$ cat src/common/lmeq_pkg.sv
// Constants, types and decode functions for the lane mode and equalization register bank.
// Assumes byte-wide register accesses delivered by an external serial target engine.
package lmeq_pkg;

	localparam int LANES = 4;
	localparam int EQ_W = 4;
	localparam int CNT_W = 5;
	localparam int PS_W = 2;

	typedef logic [1:0] lmeq_cfg_type;
	typedef logic [EQ_W-1:0] lmeq_eq_type;
	typedef logic [LANES-1:0] lmeq_lanes_type;
	typedef logic [CNT_W-1:0] lmeq_cnt_type;
	typedef logic [PS_W-1:0] lmeq_ps_type;

	// Register offsets
	localparam logic [7:0] ADDR_GEN = 8'h0a;
	localparam logic [7:0] ADDR_EQ_ONE_THREE = 8'h10;
	localparam logic [7:0] ADDR_EQ_ZERO_TWO = 8'h11;
	localparam logic [7:0] ADDR_SNOOP = 8'h12;
	localparam logic [7:0] ADDR_LANE_CTL = 8'h13;

	// Reset values and writable masks
	localparam logic [7:0] GEN_RESET = 8'h01;
	localparam logic [7:0] EQ_RESET = 8'h00;
	localparam logic [7:0] LANE_CTL_RESET = 8'h00;
	localparam logic [7:0] GEN_WR_MASK = 8'h1f;
	localparam logic [7:0] GEN_RSVD_MASK = 8'he0;
	localparam logic [7:0] LANE_CTL_WR_MASK = 8'h8f;
	localparam logic [7:0] ZERO_BYTE = 8'h00;
	localparam logic [1:0] RST_SYNC_CLEAR = 2'h0;
	localparam logic SNOOP_RSVD = 1'h0;

	// Field positions
	localparam int GEN_EQ_SRC_BIT = 4;
	localparam int GEN_DP_SRC_BIT = 3;
	localparam int GEN_CFG_HI_BIT = 1;
	localparam int GEN_CFG_LO_BIT = 0;
	localparam int LANE_CTL_MON_OFF_BIT = 7;
	localparam int LANE_CTL_OFF_HI = 3;
	localparam int LANE_CTL_OFF_LO = 0;
	localparam int EQ_HI_MSB = 7;
	localparam int EQ_HI_LSB = 4;
	localparam int EQ_LO_MSB = 3;
	localparam int EQ_LO_LSB = 0;

	// Lane configuration codes
	localparam lmeq_cfg_type CFG_OFF = 2'h0;
	localparam lmeq_cfg_type CFG_USB = 2'h1;
	localparam lmeq_cfg_type CFG_DP4 = 2'h2;
	localparam lmeq_cfg_type CFG_DP2_USB = 2'h3;

	localparam lmeq_lanes_type LANES_ALL = 4'hf;
	localparam lmeq_lanes_type LANES_TWO = 4'h3;
	localparam lmeq_lanes_type LANES_NONE = 4'h0;

	// Sink configuration addresses watched on the AUX channel
	localparam logic [19:0] AUX_ADDR_POWER = 20'h00600;
	localparam logic [19:0] AUX_ADDR_LANES = 20'h00101;
	localparam lmeq_ps_type PS_CLEAR = 2'h0;
	localparam lmeq_ps_type PS_POWER_DOWN = 2'h2;
	localparam lmeq_cnt_type CNT_CLEAR = 5'h00;
	localparam lmeq_cnt_type CNT_TWO = 5'h02;
	localparam logic [1:0] EQ_STRAP_PAD = 2'h0;

	function automatic lmeq_lanes_type mode_lanes(input lmeq_cfg_type cfg);
		lmeq_lanes_type m;
		m = LANES_NONE;
		unique case (cfg)
			CFG_OFF: m = LANES_NONE;
			CFG_USB: m = LANES_NONE;
			CFG_DP4: m = LANES_ALL;
			CFG_DP2_USB: m = LANES_TWO;
		endcase
		return m;
	endfunction

	function automatic logic mode_usb(input lmeq_cfg_type cfg);
		return (cfg == CFG_USB) || (cfg == CFG_DP2_USB);
	endfunction

	function automatic lmeq_eq_type strap_eq(input logic [1:0] strap);
		return {EQ_STRAP_PAD, strap};
	endfunction

	function automatic lmeq_lanes_type count_lanes(input lmeq_cnt_type cnt);
		lmeq_lanes_type m;
		m = LANES_NONE;
		for (int i = 0; i < LANES; i++)
		begin
			m[i] = (cnt > CNT_W'(i));
		end
		return m;
	endfunction

endpackage

$ cat src/common/lmeq_state_if.sv
// Shared configuration and snooped link state between the register bank and its helpers.
// Assumes all users run on clk_sys.
`timescale 1ns/1ns
`default_nettype none
interface lmeq_state_if;
	lmeq_pkg::lmeq_cfg_type lane_config;
	logic dp_src;
	logic monitor_off;
	lmeq_pkg::lmeq_lanes_type per_lane_off;
	lmeq_pkg::lmeq_ps_type pwr_state;
	lmeq_pkg::lmeq_cnt_type lane_count;

	modport regs (output lane_config, dp_src, monitor_off, per_lane_off,
		input pwr_state, lane_count);
	modport snoop (input lane_config, output pwr_state, lane_count);
	modport lanes (input lane_config, dp_src, monitor_off, per_lane_off, pwr_state,
		lane_count);
endinterface
`default_nettype wire

$ cat src/design/lmeq_aux_snoop.sv
// Captures power state and lane count writes seen on the AUX channel.
// Assumes AUX writes arrive decoded, one-cycle valid, synchronous to clk_sys.
`timescale 1ns/1ns
`default_nettype none
module lmeq_aux_snoop (
	input wire logic clk_sys, // System clock
	input wire logic rst_n, // Synchronised reset, active low
	input wire logic aux_wr_valid, // One AUX write seen
	input wire logic [19:0] aux_wr_addr, // Its address
	input wire logic [7:0] aux_wr_data, // Its data
	lmeq_state_if.snoop st // Snooped state out
);
	logic prev_hi_ff;
	logic nxt_prev_hi;
	lmeq_pkg::lmeq_ps_type ps_ff;
	lmeq_pkg::lmeq_ps_type nxt_ps;
	lmeq_pkg::lmeq_cnt_type cnt_ff;
	lmeq_pkg::lmeq_cnt_type nxt_cnt;
	logic hi_fell;

	always_comb
	begin
		nxt_prev_hi = st.lane_config[lmeq_pkg::GEN_CFG_HI_BIT];
		hi_fell = prev_hi_ff && !st.lane_config[lmeq_pkg::GEN_CFG_HI_BIT];
		nxt_ps = ps_ff;
		nxt_cnt = cnt_ff;
		// Clear on falling upper bit; a capture in the same cycle wins
		if (hi_fell)
		begin
			nxt_ps = lmeq_pkg::PS_CLEAR;
			nxt_cnt = lmeq_pkg::CNT_CLEAR;
		end
		if (aux_wr_valid && aux_wr_addr == lmeq_pkg::AUX_ADDR_POWER)
		begin
			nxt_ps = aux_wr_data[lmeq_pkg::PS_W-1:0];
		end
		if (aux_wr_valid && aux_wr_addr == lmeq_pkg::AUX_ADDR_LANES)
		begin
			nxt_cnt = aux_wr_data[lmeq_pkg::CNT_W-1:0];
		end
	end

	always_ff @(posedge clk_sys or negedge rst_n)
	begin
		if (!rst_n)
		begin
			prev_hi_ff <= 1'b0;
			ps_ff <= lmeq_pkg::PS_CLEAR;
			cnt_ff <= lmeq_pkg::CNT_CLEAR;
		end
		else
		begin
			prev_hi_ff <= nxt_prev_hi;
			ps_ff <= nxt_ps;
			cnt_ff <= nxt_cnt;
		end
	end

	assign st.pwr_state = ps_ff;
	assign st.lane_count = cnt_ff;
endmodule
`default_nettype wire

$ cat src/design/lmeq_config_regs.sv
// Lane mode and equalization register bank, top level.
// Assumes a byte register port from an external serial target, and synchronous pins.
// How it works
// - Bit 4 of the general register picks strap pins (0) or registers (1) as equalization source.
// - Bit 3 picks whether DisplayPort enable follows the upper config bit (0) or the pin (1).
// - Lane config 00 is all off, 01 USB only, 10 four DP lanes, 11 two DP lanes plus USB.
// - The general register sits at 0x0a and resets to 0x01, so USB only after reset.
// - Four 4-bit lane equalization fields sit at 0x10 and 0x11 and reset to zero.
// - With the strap source chosen, the equalization fields track the strap pins.
// - With the register source chosen, a write to a field changes that lane's equalization.
// - Bits 6:5 of 0x12 hold the snooped power state and are read only.
// - With monitoring on, lanes are powered by the snooped power state.
// - Bits 4:0 of 0x12 hold the snooped lane count and are read only.
// - With monitoring on, only counted lanes that the lane config enables are enabled and the rest powered down.
// - With monitoring off, each lane that the lane config enables follows its own disable bit.
// - A 1 to 0 change of the upper config bit clears the snooped power state.
// - A 1 to 0 change of the upper config bit clears the snooped lane count.
// - Bit 7 of 0x13 resets to 0, keeping monitoring on, and 1 turns it off.
// - Bits 3:0 of 0x13 disable their lanes when 1, only while monitoring is off.
`timescale 1ns/1ns
`default_nettype none
module lmeq_config_regs (
	input wire logic clk_sys, // 125 MHz system clock
	input wire logic rst_n, // Power-on reset, active low
	input wire logic [7:0] reg_addr, // Register offset
	input wire logic [7:0] reg_wdata, // Write data
	input wire logic reg_wr, // Write strobe, one cycle
	input wire logic reg_rd, // Read strobe, one cycle
	output logic [7:0] reg_rdata, // Read data, held
	output logic reg_rvalid, // Read data valid pulse
	input wire logic [1:0] dp_eq_strap_pins, // DisplayPort equalization straps
	input wire logic dp_control_pin, // DisplayPort enable pin
	input wire logic aux_wr_valid, // AUX write observed
	input wire logic [19:0] aux_wr_addr, // AUX write address
	input wire logic [7:0] aux_wr_data, // AUX write data
	output lmeq_pkg::lmeq_eq_type lane0_eq_level, // Lane 0 equalization
	output lmeq_pkg::lmeq_eq_type lane1_eq_level, // Lane 1 equalization
	output lmeq_pkg::lmeq_eq_type lane2_eq_level, // Lane 2 equalization
	output lmeq_pkg::lmeq_eq_type lane3_eq_level, // Lane 3 equalization
	output logic usb_en, // USB path enabled
	output logic dp_en, // DisplayPort function enabled
	output lmeq_pkg::lmeq_lanes_type dp_lane_en // Per-lane DisplayPort enables
);
	logic [1:0] rst_sync_ff;
	logic [1:0] nxt_rst_sync;
	logic rst_sync_n;

	logic [7:0] gen_ff;
	logic [7:0] nxt_gen;
	logic [7:0] eq13_ff;
	logic [7:0] nxt_eq13;
	logic [7:0] eq02_ff;
	logic [7:0] nxt_eq02;
	logic [7:0] lane_ctl_ff;
	logic [7:0] nxt_lane_ctl;
	logic [7:0] rdata_ff;
	logic [7:0] nxt_rdata;
	logic rvalid_ff;
	logic nxt_rvalid;
	logic [7:0] rd_mux;
	lmeq_pkg::lmeq_eq_type strap_level;
	logic eq_src;

	lmeq_state_if st ();

	// Reset release through two flops
	always_comb
	begin
		nxt_rst_sync = {rst_sync_ff[0], 1'b1};
	end

	always_ff @(posedge clk_sys or negedge rst_n)
	begin
		if (!rst_n)
		begin
			rst_sync_ff <= lmeq_pkg::RST_SYNC_CLEAR;
		end
		else
		begin
			rst_sync_ff <= nxt_rst_sync;
		end
	end

	assign rst_sync_n = rst_sync_ff[1];

	// Register writes
	always_comb
	begin
		eq_src = gen_ff[lmeq_pkg::GEN_EQ_SRC_BIT];
		strap_level = lmeq_pkg::strap_eq(dp_eq_strap_pins);
		nxt_gen = gen_ff;
		nxt_eq13 = eq13_ff;
		nxt_eq02 = eq02_ff;
		nxt_lane_ctl = lane_ctl_ff;
		if (reg_wr && reg_addr == lmeq_pkg::ADDR_GEN)
		begin
			nxt_gen = reg_wdata & lmeq_pkg::GEN_WR_MASK;
		end
		if (reg_wr && reg_addr == lmeq_pkg::ADDR_LANE_CTL)
		begin
			nxt_lane_ctl = reg_wdata & lmeq_pkg::LANE_CTL_WR_MASK;
		end
		if (!eq_src)
		begin
			// Fields mirror the straps; software writes are ignored here
			nxt_eq13 = {strap_level, strap_level};
			nxt_eq02 = {strap_level, strap_level};
		end
		else
		begin
			if (reg_wr && reg_addr == lmeq_pkg::ADDR_EQ_ONE_THREE)
			begin
				nxt_eq13 = reg_wdata;
			end
			if (reg_wr && reg_addr == lmeq_pkg::ADDR_EQ_ZERO_TWO)
			begin
				nxt_eq02 = reg_wdata;
			end
		end
	end

	// Register reads, snooped field is never written
	always_comb
	begin
		unique case (reg_addr)
			lmeq_pkg::ADDR_GEN: rd_mux = gen_ff;
			lmeq_pkg::ADDR_EQ_ONE_THREE: rd_mux = eq13_ff;
			lmeq_pkg::ADDR_EQ_ZERO_TWO: rd_mux = eq02_ff;
			lmeq_pkg::ADDR_SNOOP: rd_mux = {lmeq_pkg::SNOOP_RSVD, st.pwr_state, st.lane_count};
			lmeq_pkg::ADDR_LANE_CTL: rd_mux = lane_ctl_ff;
			default: rd_mux = lmeq_pkg::ZERO_BYTE;
		endcase
		nxt_rvalid = reg_rd;
		nxt_rdata = reg_rd ? rd_mux : rdata_ff;
	end

	always_ff @(posedge clk_sys or negedge rst_sync_n)
	begin
		if (!rst_sync_n)
		begin
			gen_ff <= lmeq_pkg::GEN_RESET;
			eq13_ff <= lmeq_pkg::EQ_RESET;
			eq02_ff <= lmeq_pkg::EQ_RESET;
			lane_ctl_ff <= lmeq_pkg::LANE_CTL_RESET;
			rdata_ff <= lmeq_pkg::ZERO_BYTE;
			rvalid_ff <= 1'b0;
		end
		else
		begin
			gen_ff <= nxt_gen;
			eq13_ff <= nxt_eq13;
			eq02_ff <= nxt_eq02;
			lane_ctl_ff <= nxt_lane_ctl;
			rdata_ff <= nxt_rdata;
			rvalid_ff <= nxt_rvalid;
		end
	end

	assign st.lane_config = gen_ff[lmeq_pkg::GEN_CFG_HI_BIT:lmeq_pkg::GEN_CFG_LO_BIT];
	assign st.dp_src = gen_ff[lmeq_pkg::GEN_DP_SRC_BIT];
	assign st.monitor_off = lane_ctl_ff[lmeq_pkg::LANE_CTL_MON_OFF_BIT];
	assign st.per_lane_off = lane_ctl_ff[lmeq_pkg::LANE_CTL_OFF_HI:lmeq_pkg::LANE_CTL_OFF_LO];

	assign reg_rdata = rdata_ff;
	assign reg_rvalid = rvalid_ff;
	assign lane1_eq_level = eq13_ff[lmeq_pkg::EQ_HI_MSB:lmeq_pkg::EQ_HI_LSB];
	assign lane3_eq_level = eq13_ff[lmeq_pkg::EQ_LO_MSB:lmeq_pkg::EQ_LO_LSB];
	assign lane0_eq_level = eq02_ff[lmeq_pkg::EQ_HI_MSB:lmeq_pkg::EQ_HI_LSB];
	assign lane2_eq_level = eq02_ff[lmeq_pkg::EQ_LO_MSB:lmeq_pkg::EQ_LO_LSB];

	lmeq_aux_snoop u_snoop (
		.clk_sys(clk_sys),
		.rst_n(rst_sync_n),
		.aux_wr_valid(aux_wr_valid),
		.aux_wr_addr(aux_wr_addr),
		.aux_wr_data(aux_wr_data),
		.st(st)
	);

	lmeq_lane_ctrl u_lanes (
		.clk_sys(clk_sys),
		.rst_n(rst_sync_n),
		.dp_control_pin(dp_control_pin),
		.st(st),
		.usb_en(usb_en),
		.dp_en(dp_en),
		.dp_lane_en(dp_lane_en)
	);
endmodule
`default_nettype wire

$ cat src/design/lmeq_lane_ctrl.sv
// Derives USB enable, DisplayPort enable and per-lane enables from configuration.
// Assumes dp_control_pin is already synchronous to clk_sys.
`timescale 1ns/1ns
`default_nettype none
module lmeq_lane_ctrl (
	input wire logic clk_sys, // System clock
	input wire logic rst_n, // Synchronised reset, active low
	input wire logic dp_control_pin, // DisplayPort enable pin level
	lmeq_state_if.lanes st, // Configuration and snooped state
	output logic usb_en, // USB path enabled
	output logic dp_en, // DisplayPort function enabled
	output lmeq_pkg::lmeq_lanes_type dp_lane_en // Per-lane DisplayPort enables
);
	logic usb_ff;
	logic nxt_usb;
	logic dp_ff;
	logic nxt_dp;
	lmeq_pkg::lmeq_lanes_type lane_ff;
	lmeq_pkg::lmeq_lanes_type nxt_lane;
	lmeq_pkg::lmeq_cfg_type eff_cfg;
	lmeq_pkg::lmeq_lanes_type gate;

	always_comb
	begin
		// Pin or register bit picks the DisplayPort half of the mode
		nxt_dp = st.dp_src ? dp_control_pin : st.lane_config[lmeq_pkg::GEN_CFG_HI_BIT];
		eff_cfg = {nxt_dp, st.lane_config[lmeq_pkg::GEN_CFG_LO_BIT]};
		nxt_usb = lmeq_pkg::mode_usb(eff_cfg);
		if (st.monitor_off)
		begin
			gate = ~st.per_lane_off;
		end
		else
		begin
			gate = lmeq_pkg::count_lanes(st.lane_count)
				& {lmeq_pkg::LANES{st.pwr_state != lmeq_pkg::PS_POWER_DOWN}};
		end
		nxt_lane = lmeq_pkg::mode_lanes(eff_cfg) & gate;
	end

	always_ff @(posedge clk_sys or negedge rst_n)
	begin
		if (!rst_n)
		begin
			usb_ff <= 1'b0;
			dp_ff <= 1'b0;
			lane_ff <= lmeq_pkg::LANES_NONE;
		end
		else
		begin
			usb_ff <= nxt_usb;
			dp_ff <= nxt_dp;
			lane_ff <= nxt_lane;
		end
	end

	assign usb_en = usb_ff;
	assign dp_en = dp_ff;
	assign dp_lane_en = lane_ff;
endmodule
`default_nettype wire

$ cat config.mk
export PLATFORM = sky130hd
export DESIGN_NAME = lmeq_config_regs
export DESIGN_NICKNAME = d
export VERILOG_FILES = /design/src/common/lmeq_pkg.sv /design/src/common/lmeq_state_if.sv /design/src/design/lmeq_aux_snoop.sv /design/src/design/lmeq_config_regs.sv /design/src/design/lmeq_lane_ctrl.sv
export SDC_FILE = /design/constraint.sdc
export NUM_CORES = 1
export LEC_CHECK = 0
export BUFFER_PORTS_ARGS = -buffer_cell sky130_fd_sc_hd__buf_2
export CELL_PAD_IN_SITES_DETAIL_PLACEMENT = 1
export CELL_PAD_IN_SITES_GLOBAL_PLACEMENT = 1
export CORE_MARGIN = 1.5
export CORE_UTILIZATION = 34
export DETAILED_ROUTE_END_ITERATION = 7
export GPL_ROUTABILITY_DRIVEN = 0
export PLACE_DENSITY_LB_ADDON = 0.1
export SLEW_MARGIN = 20
export SYNTH_ARGS = -nofsm -noshare
export SYNTH_HDL_FRONTEND = slang
export SYNTH_SLANG_ARGS = --single-unit
$ cat constraint.sdc
create_clock -name clk_sys -period 1.4 [get_ports clk_sys]
set_input_delay 0.28 -clock clk_sys [delete_from_list [all_inputs] [get_ports clk_sys]]
set_output_delay 0.28 -clock clk_sys [all_outputs]
set_load 0.02 [all_outputs]
Word level (Yosys, flattened, before mapping)
Index checks and enable logic that the tools add are counted.

Register bits: 51. Output and inout port bits: 31. Input bits: 52.

Bitwise gates (word level): 3. Magnitude comparators: 4. Multiplexer cells: 12. Equal/unequal tests: 13. Reduce and logical (&&, ||, !) cells: 13.

Operator list (count): case mux 8 bit (5 select lines) (1); equality test 8 x 5 -> 1 bit (second input constant) (4); 2-to-1 mux 8 bit (4); equality test 20 x 11 -> 1 bit (second input constant) (1); equality test 20 x 9 -> 1 bit (second input constant) (1); case mux 4 bit (3 select lines) (1); greater-than comparator 5 x 1 -> 1 bit (second input constant) (2); greater-than comparator 5 x 2 -> 1 bit (second input constant) (2); 2-to-1 mux 5 bit (2); bitwise AND 4 bit (2); equality test 8 x 4 -> 1 bit (second input constant) (1); logical AND 1 bit (7); equality test 2 bit (second input constant) (2); 2-to-1 mux 2 bit (2); 2-to-1 mux 4 bit (1); inequality test 2 x 1 -> 1 bit (second input constant) (2); NOT 4 bit (1); nonzero test 2 bit (2); equality test 2 x 1 -> 1 bit (second input constant) (1); logical NOT 2 bit (1); inequality test 2 bit (second input constant) (1); OR reduction 2 bit (1); logical NOT 1 bit (1); logical OR 1 bit (1); 2-to-1 mux 1 bit (1).

Depth between registers and ports, before layout
Gate-level depths: netlist (run 1).

Depth after elaboration: 5. Gate-level depth with buffers: 6. Mapped depth without buffers: 4.

By module
A second synthesis (run 1) with hierarchy kept.

Cell total of the unflattened synthesis: 211. Area total of the unflattened synthesis: 2437.3 um^2.

By module, submodules not included: lmeq_config_regs (area each 1764.2 um^2, seq. area each 927.1 um^2, times used 1, cells an instance 150); lmeq_aux_snoop (area each 414.1 um^2, seq. area each 200.2 um^2, times used 1, cells an instance 41); lmeq_lane_ctrl (area each 259.0 um^2, seq. area each 150.1 um^2, times used 1, cells an instance 20).

Least setup slack after synthesis (run 1)
No wires, ideal clock.

Kind: in2reg. From: input reg_addr[2]. To: register lane_ctl_ff[0]. Slack: -472 ps. Buffers on the path: 1. Arrival time: 1748 ps. Stages: 5. Cell sequence: or4_1 > buf_2 > nor3b_4 > nand4_4 > mux2_2.

Word-level cells in the longest chain between the ends: 2.

RTL lines: start, declared (line lmeq_config_regs.sv:25) `input wire logic [7:0] reg_addr,`; equality test 8 x 5 -> 1 bit (line lmeq_config_regs.sv:99) `if (reg_wr && reg_addr == lmeq_pkg::ADDR_LANE_CTL)`; logical AND 1 bit (line lmeq_config_regs.sv:99); end signal, assigned (line lmeq_config_regs.sv:144) `lane_ctl_ff <= lmeq_pkg::LANE_CTL_RESET;`; end signal, assigned (line lmeq_config_regs.sv:153) `lane_ctl_ff <= nxt_lane_ctl;`; end, declared (line lmeq_config_regs.sv:54) `logic [7:0] lane_ctl_ff;`.

No other way between the ends. A chain may end at the register's enable or synchronous reset.

Worst setup path in the final report (run 1)
From: input reg_addr[6]. To: register eq02_ff[4].

Word-level cells in the longest chain between the ends: 3.

RTL lines: equality test 8 x 5 -> 1 bit (line lmeq_config_regs.sv:115) `if (reg_wr && reg_addr == lmeq_pkg::ADDR_EQ_ZERO_TWO)`; logical AND 1 bit (line lmeq_config_regs.sv:115); inequality test 2 x 1 -> 1 bit (no line); end signal, assigned (line lmeq_config_regs.sv:143) `eq02_ff <= lmeq_pkg::EQ_RESET;`; end signal, assigned (line lmeq_config_regs.sv:152) `eq02_ff <= nxt_eq02;`; end, declared (line lmeq_config_regs.sv:52) `logic [7:0] eq02_ff;`.

No other way between the ends.

==> impl_metrics.tcl, run 1 <==
set metrics [dict create \
    grt_pass1_wl_microns 10880 \
    critical_path_class "in -> reg" \
    critPathMaxFanout 8 \
    ff2ff_setup_slack_ns 0.04 \
    final_nets 363 \
    syn2layout_area_growth_pct 39.12 \
    violations "setup timing" \
    hold_viol_final 0 \
    yosysSeqAreaShare_pct 53.68 \
    seqCellArea_sq_um 1279 \
    cts_tree "done" \
    wl_per_cell_microns 16.13 \
    period_share_pct 108.2 \
    syn_nets 259 \
    dieArea_sq_um 7510 \
    nFillCells 780 \
    path_cells "buf_6, or4_4, or3_4, mux2i_1, a21oi_1" \
    relSlewSlack_pct 66.55 \
    dpl_cell_area_sq_um 3083 \
    grt_max_degree 22 \
    die_h_microns 86.66 \
    synth_ff_type "dfrtp_1" \
    cp.required_ns 1.57 \
    root_buffer "clkbuf_8" \
    synth_mux_area_share_pct 18.72 \
    yosys.cell_types.count 37 \
    final_core_util_pct 48.73 \
    numCtsBuffers 5 \
    cp_slowest_cell "or4_4" \
    core_sq_um 6794 \
    portBuffers 79 \
    critPathMaxStageDelay_ns 0.57 \
    ys_ff_latch 51 \
    avgSynthCellArea_sq_um 11.50 \
    grt_setup_unrepaired "yes" \
    clkSinkCount 51 \
    grt_usage_pct 19.02 \
    detail_route.wirelength_microns 6582 \
    synth_area_sq_um 2380 \
    start_kind "input port" \
    ys_async_sr_fraction_pct 100.0 \
    synth_simple_gate_area_share_pct 15.19 \
    finalClockSkew_ns 0.008567 \
    worstMarginPinSlew_ns 0.5017 \
    finalInstanceArea_sq_um 3311 \
    status "finished with violations" \
    grt_pass1_vias 2101 \
    vdd_drop_max_uv 530.5 \
    final_max_slew_viol_count 0 \
    end_kind "register" \
    p_per_area_nw_per_um2 1081 \
    synthCells 207 \
    fin_crit_ns 1.514 \
    overflow 0 \
    row_count 30 \
    drtAntennaViolNets 0 \
    io_pins 83 \
    fin_hold_ws_ns 0.1845 \
    multi_input_area_sq_um 1095 \
    drtIter0Drc 61 \
    power_leakage_nw 1.646 \
    cts.path.max_buffers 2 \
    viasPerCell 4.814 \
    synth_top_family_by_area "multiplexers" \
    start_util_pct 35.03 \
    drive_gt1_share_pct 45.51 \
    hpwl_microns 5223 \
    drv_cap 0 \
    netlist.area_leader.share_pct 52.58 \
    synth_xor_area_share_pct 0 \
    fin_ws_ns -0.1145 \
    hp-class "reg -> async" \
    synth-edff-count 0 \
    first_pass_iters 4 \
    drc 0 \
    synthTopCellsByArea "dfrtp_1, mux2i_1, mux2_2" \
    yosysTopAreaCell "dfrtp_1" \
    yosysWarnings 0 \
    grt_antenna_before_repair 0 \
    antenna_cells 0 \
    die_w_microns 86.66 \
    finalSetupViolCount 34 \
    dr_total_vias 1964 \
    synth_fa_ha_area_share_pct 0 \
    cts.clk_slew.worst_paths_ns 0.09 \
    fmax_mhz 660.3 \
    synth_compound_area_share_pct 9.096 \
    cts-htree-levels 2 \
    critical_path_arrival_ns 1.69 \
    clk_latency_ns 0.31 \
]
cell usage after synthesis, types with 3 or more instances:
library cell  count
dfrtp_1          50
mux2i_1          31
nand2_1          15
a21oi_1          13
nor2_1           13
inv_1            10
mux2_2           10
nor2b_1           9
a31oi_1           5
clkbuf_1          5
nand4_1           4
a21boi_0          3
buf_2             3
nor4_1            3
o22ai_1           3
o2bb2ai_1         3
sequential cells by signal, summed over array words and instances (netlist names):
| register | cells |
|---|---|
| u_lanes.dp_lane_en | 4 |
| lane_ctl_ff | 5 |
| u_lanes.dp_en | 1 |
| u_snoop.st.lane_count | 5 |
| u_snoop.prev_hi_ff | 1 |
| eq02_ff | 8 |
| rst_sync_ff | 2 |
| u_lanes.usb_en | 1 |
| eq13_ff | 8 |
| u_snoop.st.pwr_state | 2 |
| reg_rdata | 8 |
| reg_rvalid | 1 |
| gen_ff | 5 |
worst max-delay path, delay by kind of cell:
family / cells / cell delay [ns]
AOI/OAI and AO/OA: 1 / 0.08
buffers and inverters: 1 / 0.09
muxes: 1 / 0.17
and+or+nand+nor: 2 / 1.07
cell usage in the layout, fill, tap and decap left out, types with 3 or more instances in the layout:
cell type / netlist / routed
a21oi_1: 13 / 13
buf_6: 0 / 5
nor4_1: 3 / 3
nand4_1: 4 / 4
inv_1: 10 / 10
a31oi_1: 5 / 4
nor2_1: 13 / 13
dfrtp_1: 50 / 49
o2bb2ai_1: 3 / 3
clkbuf_8: 0 / 5
buf_4: 0 / 20
mux2i_1: 31 / 31
buf_2: 3 / 78
mux2_2: 10 / 10
o22ai_2: 0 / 3
nor2b_1: 9 / 9
nand2_1: 15 / 11
cell type report:
type	instances	share of cell area (%)
sequential	51	38.62
multi-input combinational	137	33.07
timing repair buffer	106	19.54
tap	96	3.628
clock buffer	6	2.192
clock inverter	2	1.814
inverter	10	1.134
final timing paths:
| kind | end | from | cells after the start |
|---|---|---|---|
| setup / recovery | eq02_ff[4] | reg_addr[6] | 5 |
| hold / removal | eq13_ff[5] | rst_sync_ff[1] | 0 |
| setup reg to reg | u_lanes.dp_lane_en[0] | u_snoop.st.lane_count[3] | 3 |
| hold reg to reg | eq13_ff[5] | rst_sync_ff[1] | 0 |
| max in group asynchronous | u_snoop.st.lane_count[1] | rst_sync_ff[1] | 1 |
| min in group clk_sys | u_snoop.st.lane_count[4] | aux_wr_data[4] | 3 |
cell families after synthesis:
kind of cell           count (synthesis)
AO/OA/AOI/OAI                         34
multiplexers                          42
other                                  1
buffers and inverters                 19
AND/OR/NAND/NOR                       60
flip-flops                            51
metal layers:
| metal | wire length, microns | up-vias | global-route usage [%] |
|---|---|---|---|
| met4 | 47 | 0 | 3.519 |
| met5 | 0 | - | 0 |
| met3 | 251 | 5 | 4.000 |
| li1 | - | 950 | - |
| met2 | 3153 | 41 | 30.61 |
| met1 | 3130 | 968 | 26.82 |
what timing repair did:
item	in CTS	in global routing
resized for setup	8	12
hold buffers	1	0
pin swaps	9	7
setup buffers	0	2
endpoints found under the hold margin	2	0
setup endpoints to repair	32	34
report_power, final:
| part | leakage, nW | switching, W | internal, W |
|---|---|---|---|
| Clock | 0.0654 | 0.000498 | 0.000715 |
| Combinational | 0.919 | 0.000340 | 0.000306 |
| Sequential | 0.662 | 0.000114 | 0.00161 |
| Total | 1.65 | 0.000952 | 0.00263 |
stage by stage:
stage	setup slack [ns]	TNS (ns)	std cells	power (W)
2_1_floorplan	-0.4407	-10.97	207	0.002040
3_3_place_gp	-0.4715	-13.63	398	0.002375
3_5_place_dp	-0.4970	-14.39	398	0.002393
4_1_cts	-0.1141	-2.243	407	0.003606
5_1_grt	-0.1662	-3.944	408	0.003746
6_report	-0.1145	-2.524	408	0.003580
Power figures use the tool's default switching activity.
==> run 2: changes to the inputs <==
--- a/config.mk
+++ b/config.mk
@@ -12,2 +12,3 @@
 export CORE_UTILIZATION = 34
+export CTS_CLUSTER_DIAMETER = 80
 export DETAILED_ROUTE_END_ITERATION = 7
@@ -18,2 +19,3 @@
 export SYNTH_HDL_FRONTEND = slang
+export SYNTH_HIERARCHICAL = 1
 export SYNTH_SLANG_ARGS = --single-unit
--- a/constraint.sdc
+++ b/constraint.sdc
@@ -3,2 +3,2 @@
 set_output_delay 0.28 -clock clk_sys [all_outputs]
-set_load 0.02 [all_outputs]
+set_load 0.01 [all_outputs]
==> run 2 against run 1 <==
Compared with the run above: the run still ends with setup timing left; cell count is 0.98% higher; sequential power hardly changed; clock power is 15% lower; die area is 2.3% higher; critical endpoint is now lane_ctl_ff[7]; largest power group unchanged.
==> impl_metrics.tcl, run 2 <==
set metrics [dict create \
    grt_setup_unrepaired "yes" \
    row_count 30 \
    synth_area_sq_um 2437 \
    die_h_microns 87.67 \
    drc 0 \
    cp.required_ns 1.59 \
    detail_route.wirelength_microns 6667 \
    core_sq_um 6869 \
    viasPerCell 4.871 \
    dieArea_sq_um 7685 \
    grt_antenna_before_repair 0 \
    vdd_drop_max_uv 563.4 \
    clk_latency_ns 0.30 \
    fin_crit_ns 1.488 \
    dpl_cell_area_sq_um 3127 \
    yosys.cell_types.count 41 \
    multi_input_area_sq_um 1124 \
    netlist.area_leader.share_pct 51.33 \
    numCtsBuffers 5 \
    critPathMaxFanout 5 \
    drtIter0Drc 51 \
    p_per_area_nw_per_um2 1012 \
    grt_max_degree 25 \
    power_leakage_nw 1.660 \
    synthTopCellsByCount "dfrtp_1, mux2i_1, nand2_1" \
    hpwl_microns 5284 \
    overflow 0 \
    final.setup.tns_ns -0.4605 \
    path_cells "buf_8, or4_4, nor2_4, and3_4, nand2_8, mux2_4" \
    avgSynthCellArea_sq_um 11.55 \
    critical_path_class "in -> reg" \
    synth_ff_type "dfrtp_1" \
    yosysTopAreaCell "dfrtp_1" \
    ys_async_sr_fraction_pct 100.0 \
    final_core_util_pct 48.69 \
    synth-edff-count 0 \
    root_buffer "clkbuf_8" \
    layout_common_cells "buf_2, dfrtp_1, mux2i_1" \
    first_pass_iters 4 \
    critPathMaxStageDelay_ns 0.56 \
    antenna_cells 0 \
    fin_ws_ns -0.08791 \
    final_max_slew_viol_count 0 \
    hp-class "in -> reg" \
    mostFrequentLayoutCell "buf_2" \
    cts-htree-levels 2 \
    final_nets 367 \
    grt_pass1_wl_microns 10830 \
    wl_per_cell_microns 16.18 \
    syn_nets 263 \
    cts_tree "done" \
    syn2layout_area_growth_pct 37.22 \
    start_util_pct 35.48 \
    io_pins 83 \
    cp_slowest_cell "or4_4" \
    drv_cap 0 \
    drive_gt1_share_pct 46.20 \
    finalClockSkew_ns 0.008444 \
    dr_total_vias 2007 \
    critical_path_arrival_ns 1.68 \
    hold_viol_final 0 \
    status "finished with violations" \
    cts.path.max_buffers 2 \
    yosysWarnings 6 \
    finalInstanceArea_sq_um 3344 \
    clkSinkCount 51 \
    nFillCells 789 \
    yosysSeqAreaShare_pct 52.41 \
    grt_usage_pct 18.70 \
    end_kind "register" \
    drtAntennaViolNets 0 \
    cts.clk_slew.worst_paths_ns 0.10 \
    grt_pass1_vias 2200 \
    die_w_microns 87.67 \
    fmax_mhz 672.1 \
    start_kind "input port" \
    synth_most_common_cell "dfrtp_1" \
    place_ws_ns -0.4138 \
    period_share_pct 106.3 \
    violations "setup timing" \
    ys_ff_latch 51 \
    synthTopCellsByArea "dfrtp_1, mux2i_1, a21oi_1" \
    finalSetupViolCount 10 \
    fin_hold_ws_ns 0.2029 \
    seqCellArea_sq_um 1279 \
    synthCells 211 \
    portBuffers 79 \
]
==> run 2: cell count changes after synthesis, moves of 3 or more <==
cell	previous run	this run
a21boi_0	3	0
o2bb2ai_1	3	0
o22ai_1	3	6
mux2_4	0	5
a31oi_1	5	0
nand4_1	4	0
nand3_1	1	4
mux2_2	10	6
==> run 2: cell type report <==
type,instances,area share (%)
clock buffer,5,2.058
clock inverter,3,1.309
inverter,12,1.347
multi-input combinational,140,33.60
sequential,51,38.23
tap,96,3.591
timing repair buffer,105,19.87
==> run 2: path summary, 6_finish.rpt <==
check                                    startpoint                        to  slack [ns]  cells past startpoint
max                                     reg_addr[5]            lane_ctl_ff[7]       -0.09                      6
min                                  aux_wr_data[2]  u_snoop/st.lane_count[2]        0.20                      3
max reg2reg                u_snoop/st.lane_count[2]              reg_rdata[2]        0.07                      3
min reg2reg                          rst_sync_ff[1]                 gen_ff[4]        0.22                      0
max in group asynchronous            rst_sync_ff[1]                eq13_ff[2]        0.68                      1
min in group asynchronous            rst_sync_ff[1]                 gen_ff[4]        0.22                      0
==> run 2: power by group <==
group          internal [W]  switching (W)
registers           0.00160       0.000144
clock network      0.000533       0.000493
logic              0.000309       0.000304
total               0.00244       0.000941
==> run 2: logic make-up (layout without fill, tap and decap cells) <==
| family | after synthesis | in the layout | synth area share, % |
|---|---|---|---|
| AND/OR/NAND/NOR | 62 | 62 | 15.55 |
| other | 1 | 1 | 0.1539 |
| multiplexers | 42 | 42 | 19.10 |
| buffers and inverters | 20 | 125 | 3.337 |
| AO/OA/AOI/OAI | 35 | 35 | 9.446 |
| flip-flops | 51 | 51 | 52.41 |
==> run 2: what timing repair did <==
action,in CTS,in global routing
buffers inserted,3,2
hold endpoints to repair,2,0
pin swaps,5,9
hold buffers,1,0
endpoints found under the setup margin,26,27
resized for setup,8,7
==> run 2: per-layer routing <==
layer  GRT usage, %  routed length, microns  vias up
met5              0                       0        -
met4          6.349                     163        0
met3          3.393                     277       12
met2          31.96                    3234       64
met1          23.89                    2991      972
li1               -                       -      959
==> run 2: metrics by stage <==
step	total power, W	std cells
3_3_place_gp	0.002353	398
2_1_floorplan	0.002067	211
5_1_grt	0.003561	412
4_1_cts	0.003422	410
6_report	0.003385	412
3_5_place_dp	0.002380	398
==> run 2: worst max-delay path, delay by kind of cell <==
kind | cells | cell delay, ns
multiplexers | 1 | 0.30
buffers and inverters | 1 | 0.10
AND/OR/NAND/NOR | 4 | 1.00
==> run 3: changes to the inputs <==
- TNS_END_PERCENT: default -> 30
==> run 3 against run 2 <==
Compared with the run above: the flow still finishes with violations (setup timing); setup slack better by 0.022 ns; non-clock buffer count shrank 6; sequential share of layout area up 1.3 points; power is 4.8% lower; largest cell class unchanged; clock skew up 0.0018 ns; core utilization down 1.6 points; first-iteration DRC count up 39%; register-to-register slack improved by 0.04 ns; critical path depth did not move; flip-flop and latch count unchanged; clock-buffer cell count up 1.
==> impl_metrics.tcl, run 3 (same netlist as run 2, synthesis figures left out) <==
set metrics [dict create \
    wl_per_cell_microns 16.00 \
    place_ws_ns -0.4195 \
    reg2reg_depth 3 \
    cts-htree-levels 2 \
    regToRegStartpoint "lane_ctl_ff[2]" \
    drc 0 \
    grt_pass1_vias 2086 \
    critical_path_arrival_ns 1.65 \
    cts.path.max_buffers 2 \
    root_buffer "clkbuf_8" \
    ff2ff_setup_slack_ns 0.11 \
    end_kind "register" \
    start_kind "input port" \
    final.setup.tns_ns -0.5328 \
    hpwl_microns 5073 \
    io_pins 83 \
    hold_viol_final 0 \
    final_max_slew_viol_count 0 \
    grt_setup_unrepaired "yes" \
    path_cells "buf_8, or4_4, nor2_4, and3_4, nand2_4, mux2_4" \
    p_sw_w 0.0009333 \
    row_count 30 \
    grt_usage_pct 18.50 \
    final_nets 361 \
    layout_common_cells "buf_2, dfrtp_1, mux2i_1" \
    p_per_area_nw_per_um2 996.0 \
    antenna_cells 0 \
    portBuffers 79 \
    mostFrequentLayoutCell "buf_2" \
    finalClockSkew_ns 0.01022 \
    drtAntennaViolNets 0 \
    cts_tree "done" \
    swShare_pct 28.96 \
    fmax_mhz 682.1 \
    drtIter0Drc 71 \
    p_comb_share_pct 18.0 \
    die_w_microns 87.67 \
    power_leakage_nw 1.614 \
    sequentialPowerShare_pct 53.9 \
    relSlewSlack_pct 66.07 \
    vdd_drop_max_uv 420.2 \
    cp_num_buf_inv 1 \
    critPathMaxStageDelay_ns 0.55 \
    p_total_w 0.003223 \
    fin_ws_ns -0.06597 \
    cp.required_ns 1.59 \
    dr_total_vias 1973 \
    clk_latency_ns 0.30 \
    die_h_microns 87.67 \
    grt_antenna_before_repair 0 \
    status "finished with violations" \
    clkSinkCount 51 \
    clkPwrFrac_pct 28.2 \
    worstMarginPinSlew_ns 0.5090 \
    endpoint "lane_ctl_ff[3]" \
    first_pass_iters 4 \
    grt_pass1_wl_microns 10780 \
    finalSetupViolCount 15 \
    drive_gt1_share_pct 44.19 \
    overflow 0 \
    detail_route.wirelength_microns 6498 \
    reg2reg_to "reg_rdata[2]" \
    cp_top_family "simple AND/OR/NAND/NOR gates" \
    cp_slowest_cell "or4_4" \
    dieArea_sq_um 7685 \
    cts.clk_slew.worst_paths_ns 0.09 \
    violations "setup timing" \
    syn2layout_area_growth_pct 32.75 \
    path_depth 6 \
    period_share_pct 104.7 \
    viasPerCell 4.860 \
    drv_cap 0 \
    critPathMaxFanout 5 \
    fin_crit_ns 1.466 \
    numCtsBuffers 5 \
    hp-class "in -> reg" \
    start_util_pct 35.48 \
    intPower_w 0.002289 \
    core_sq_um 6869 \
    grt_max_degree 28 \
    setup.worst_path.start "reg_addr[5]" \
    critical_path_class "in -> reg" \
]
==> run 3: worst min path at each step <==
| stage | start | end | slack [ns] | cells past startpoint |
|---|---|---|---|---|
| floorplan | rst_n | rst_sync_ff[0] | -0.02 | 0 |
| global placement | rst_n | rst_sync_ff[0] | 0.07 | 1 |
| detailed placement | rst_n | rst_sync_ff[0] | 0.07 | 1 |
| CTS | aux_wr_data[2] | u_snoop/st.lane_count[2] | 0.20 | 3 |
| global route | aux_wr_data[4] | u_snoop/st.lane_count[4] | 0.21 | 3 |
| finish | aux_wr_data[2] | u_snoop/st.lane_count[2] | 0.21 | 3 |
==> run 3: stage by stage <==
| step | cell area, sq um | hold slack [ns] | instances | utilization [%] |
|---|---|---|---|---|
| floorplan | 2465 | -0.01559 | 211 | - |
| global placement | 3072 | 0.06697 | 394 | 44.72 |
| detailed placement | 3072 | 0.06717 | 394 | 44.72 |
| CTS | 3214 | 0.1979 | 404 | 46.79 |
| global route | 3236 | 0.2114 | 406 | 47.10 |
| finish | 3236 | 0.2115 | 406 | 47.10 |
==> run 3: area by class of cell <==
type                    count  area, sq um
repair buffers             99        590.6
flip-flops and latches     51         1279
multi-input cells         140         1102
clock inverters             2        16.27
clock buffers               6        82.58
fillers                   808         3633
well taps                  96        120.1
inverters                  12        45.04
==> run 3: timing repair <==
action | 4_1_cts | 5_1_grt
cloned | 0 | 0
hold endpoints to repair | 2 | 0
endpoints found under the setup margin | 26 | 29
hold buffers | 1 | 0
pin swaps | 4 | 2
setup buffers | 1 | 2
resized for setup | 5 | 2
==> run 3: layer usage <==
metal,wire length (microns),up-vias,global-route usage [%]
met5,0,-,0
met4,38,0,3.896
met3,225,4,3.205
met2,3170,49,30.63
met1,3063,973,25.58
li1,-,947,-
==> run 3: worst min-delay path: cells and delay by family <==
kind                   cells  cell delay [ns]
buffers and inverters      2             0.13
muxes                      1             0.06
==> run 3: power by group through the flow <==
stage	clock network (W)	logic [W]	registers, W
after floorplan	0	0.000324	0.00174
after global placement	0	0.000548	0.00177
after detailed placement	0	0.000569	0.00177
after CTS	0.000937	0.000581	0.00174
after global routing	0.000990	0.000647	0.00176
final	0.000907	0.000579	0.00174
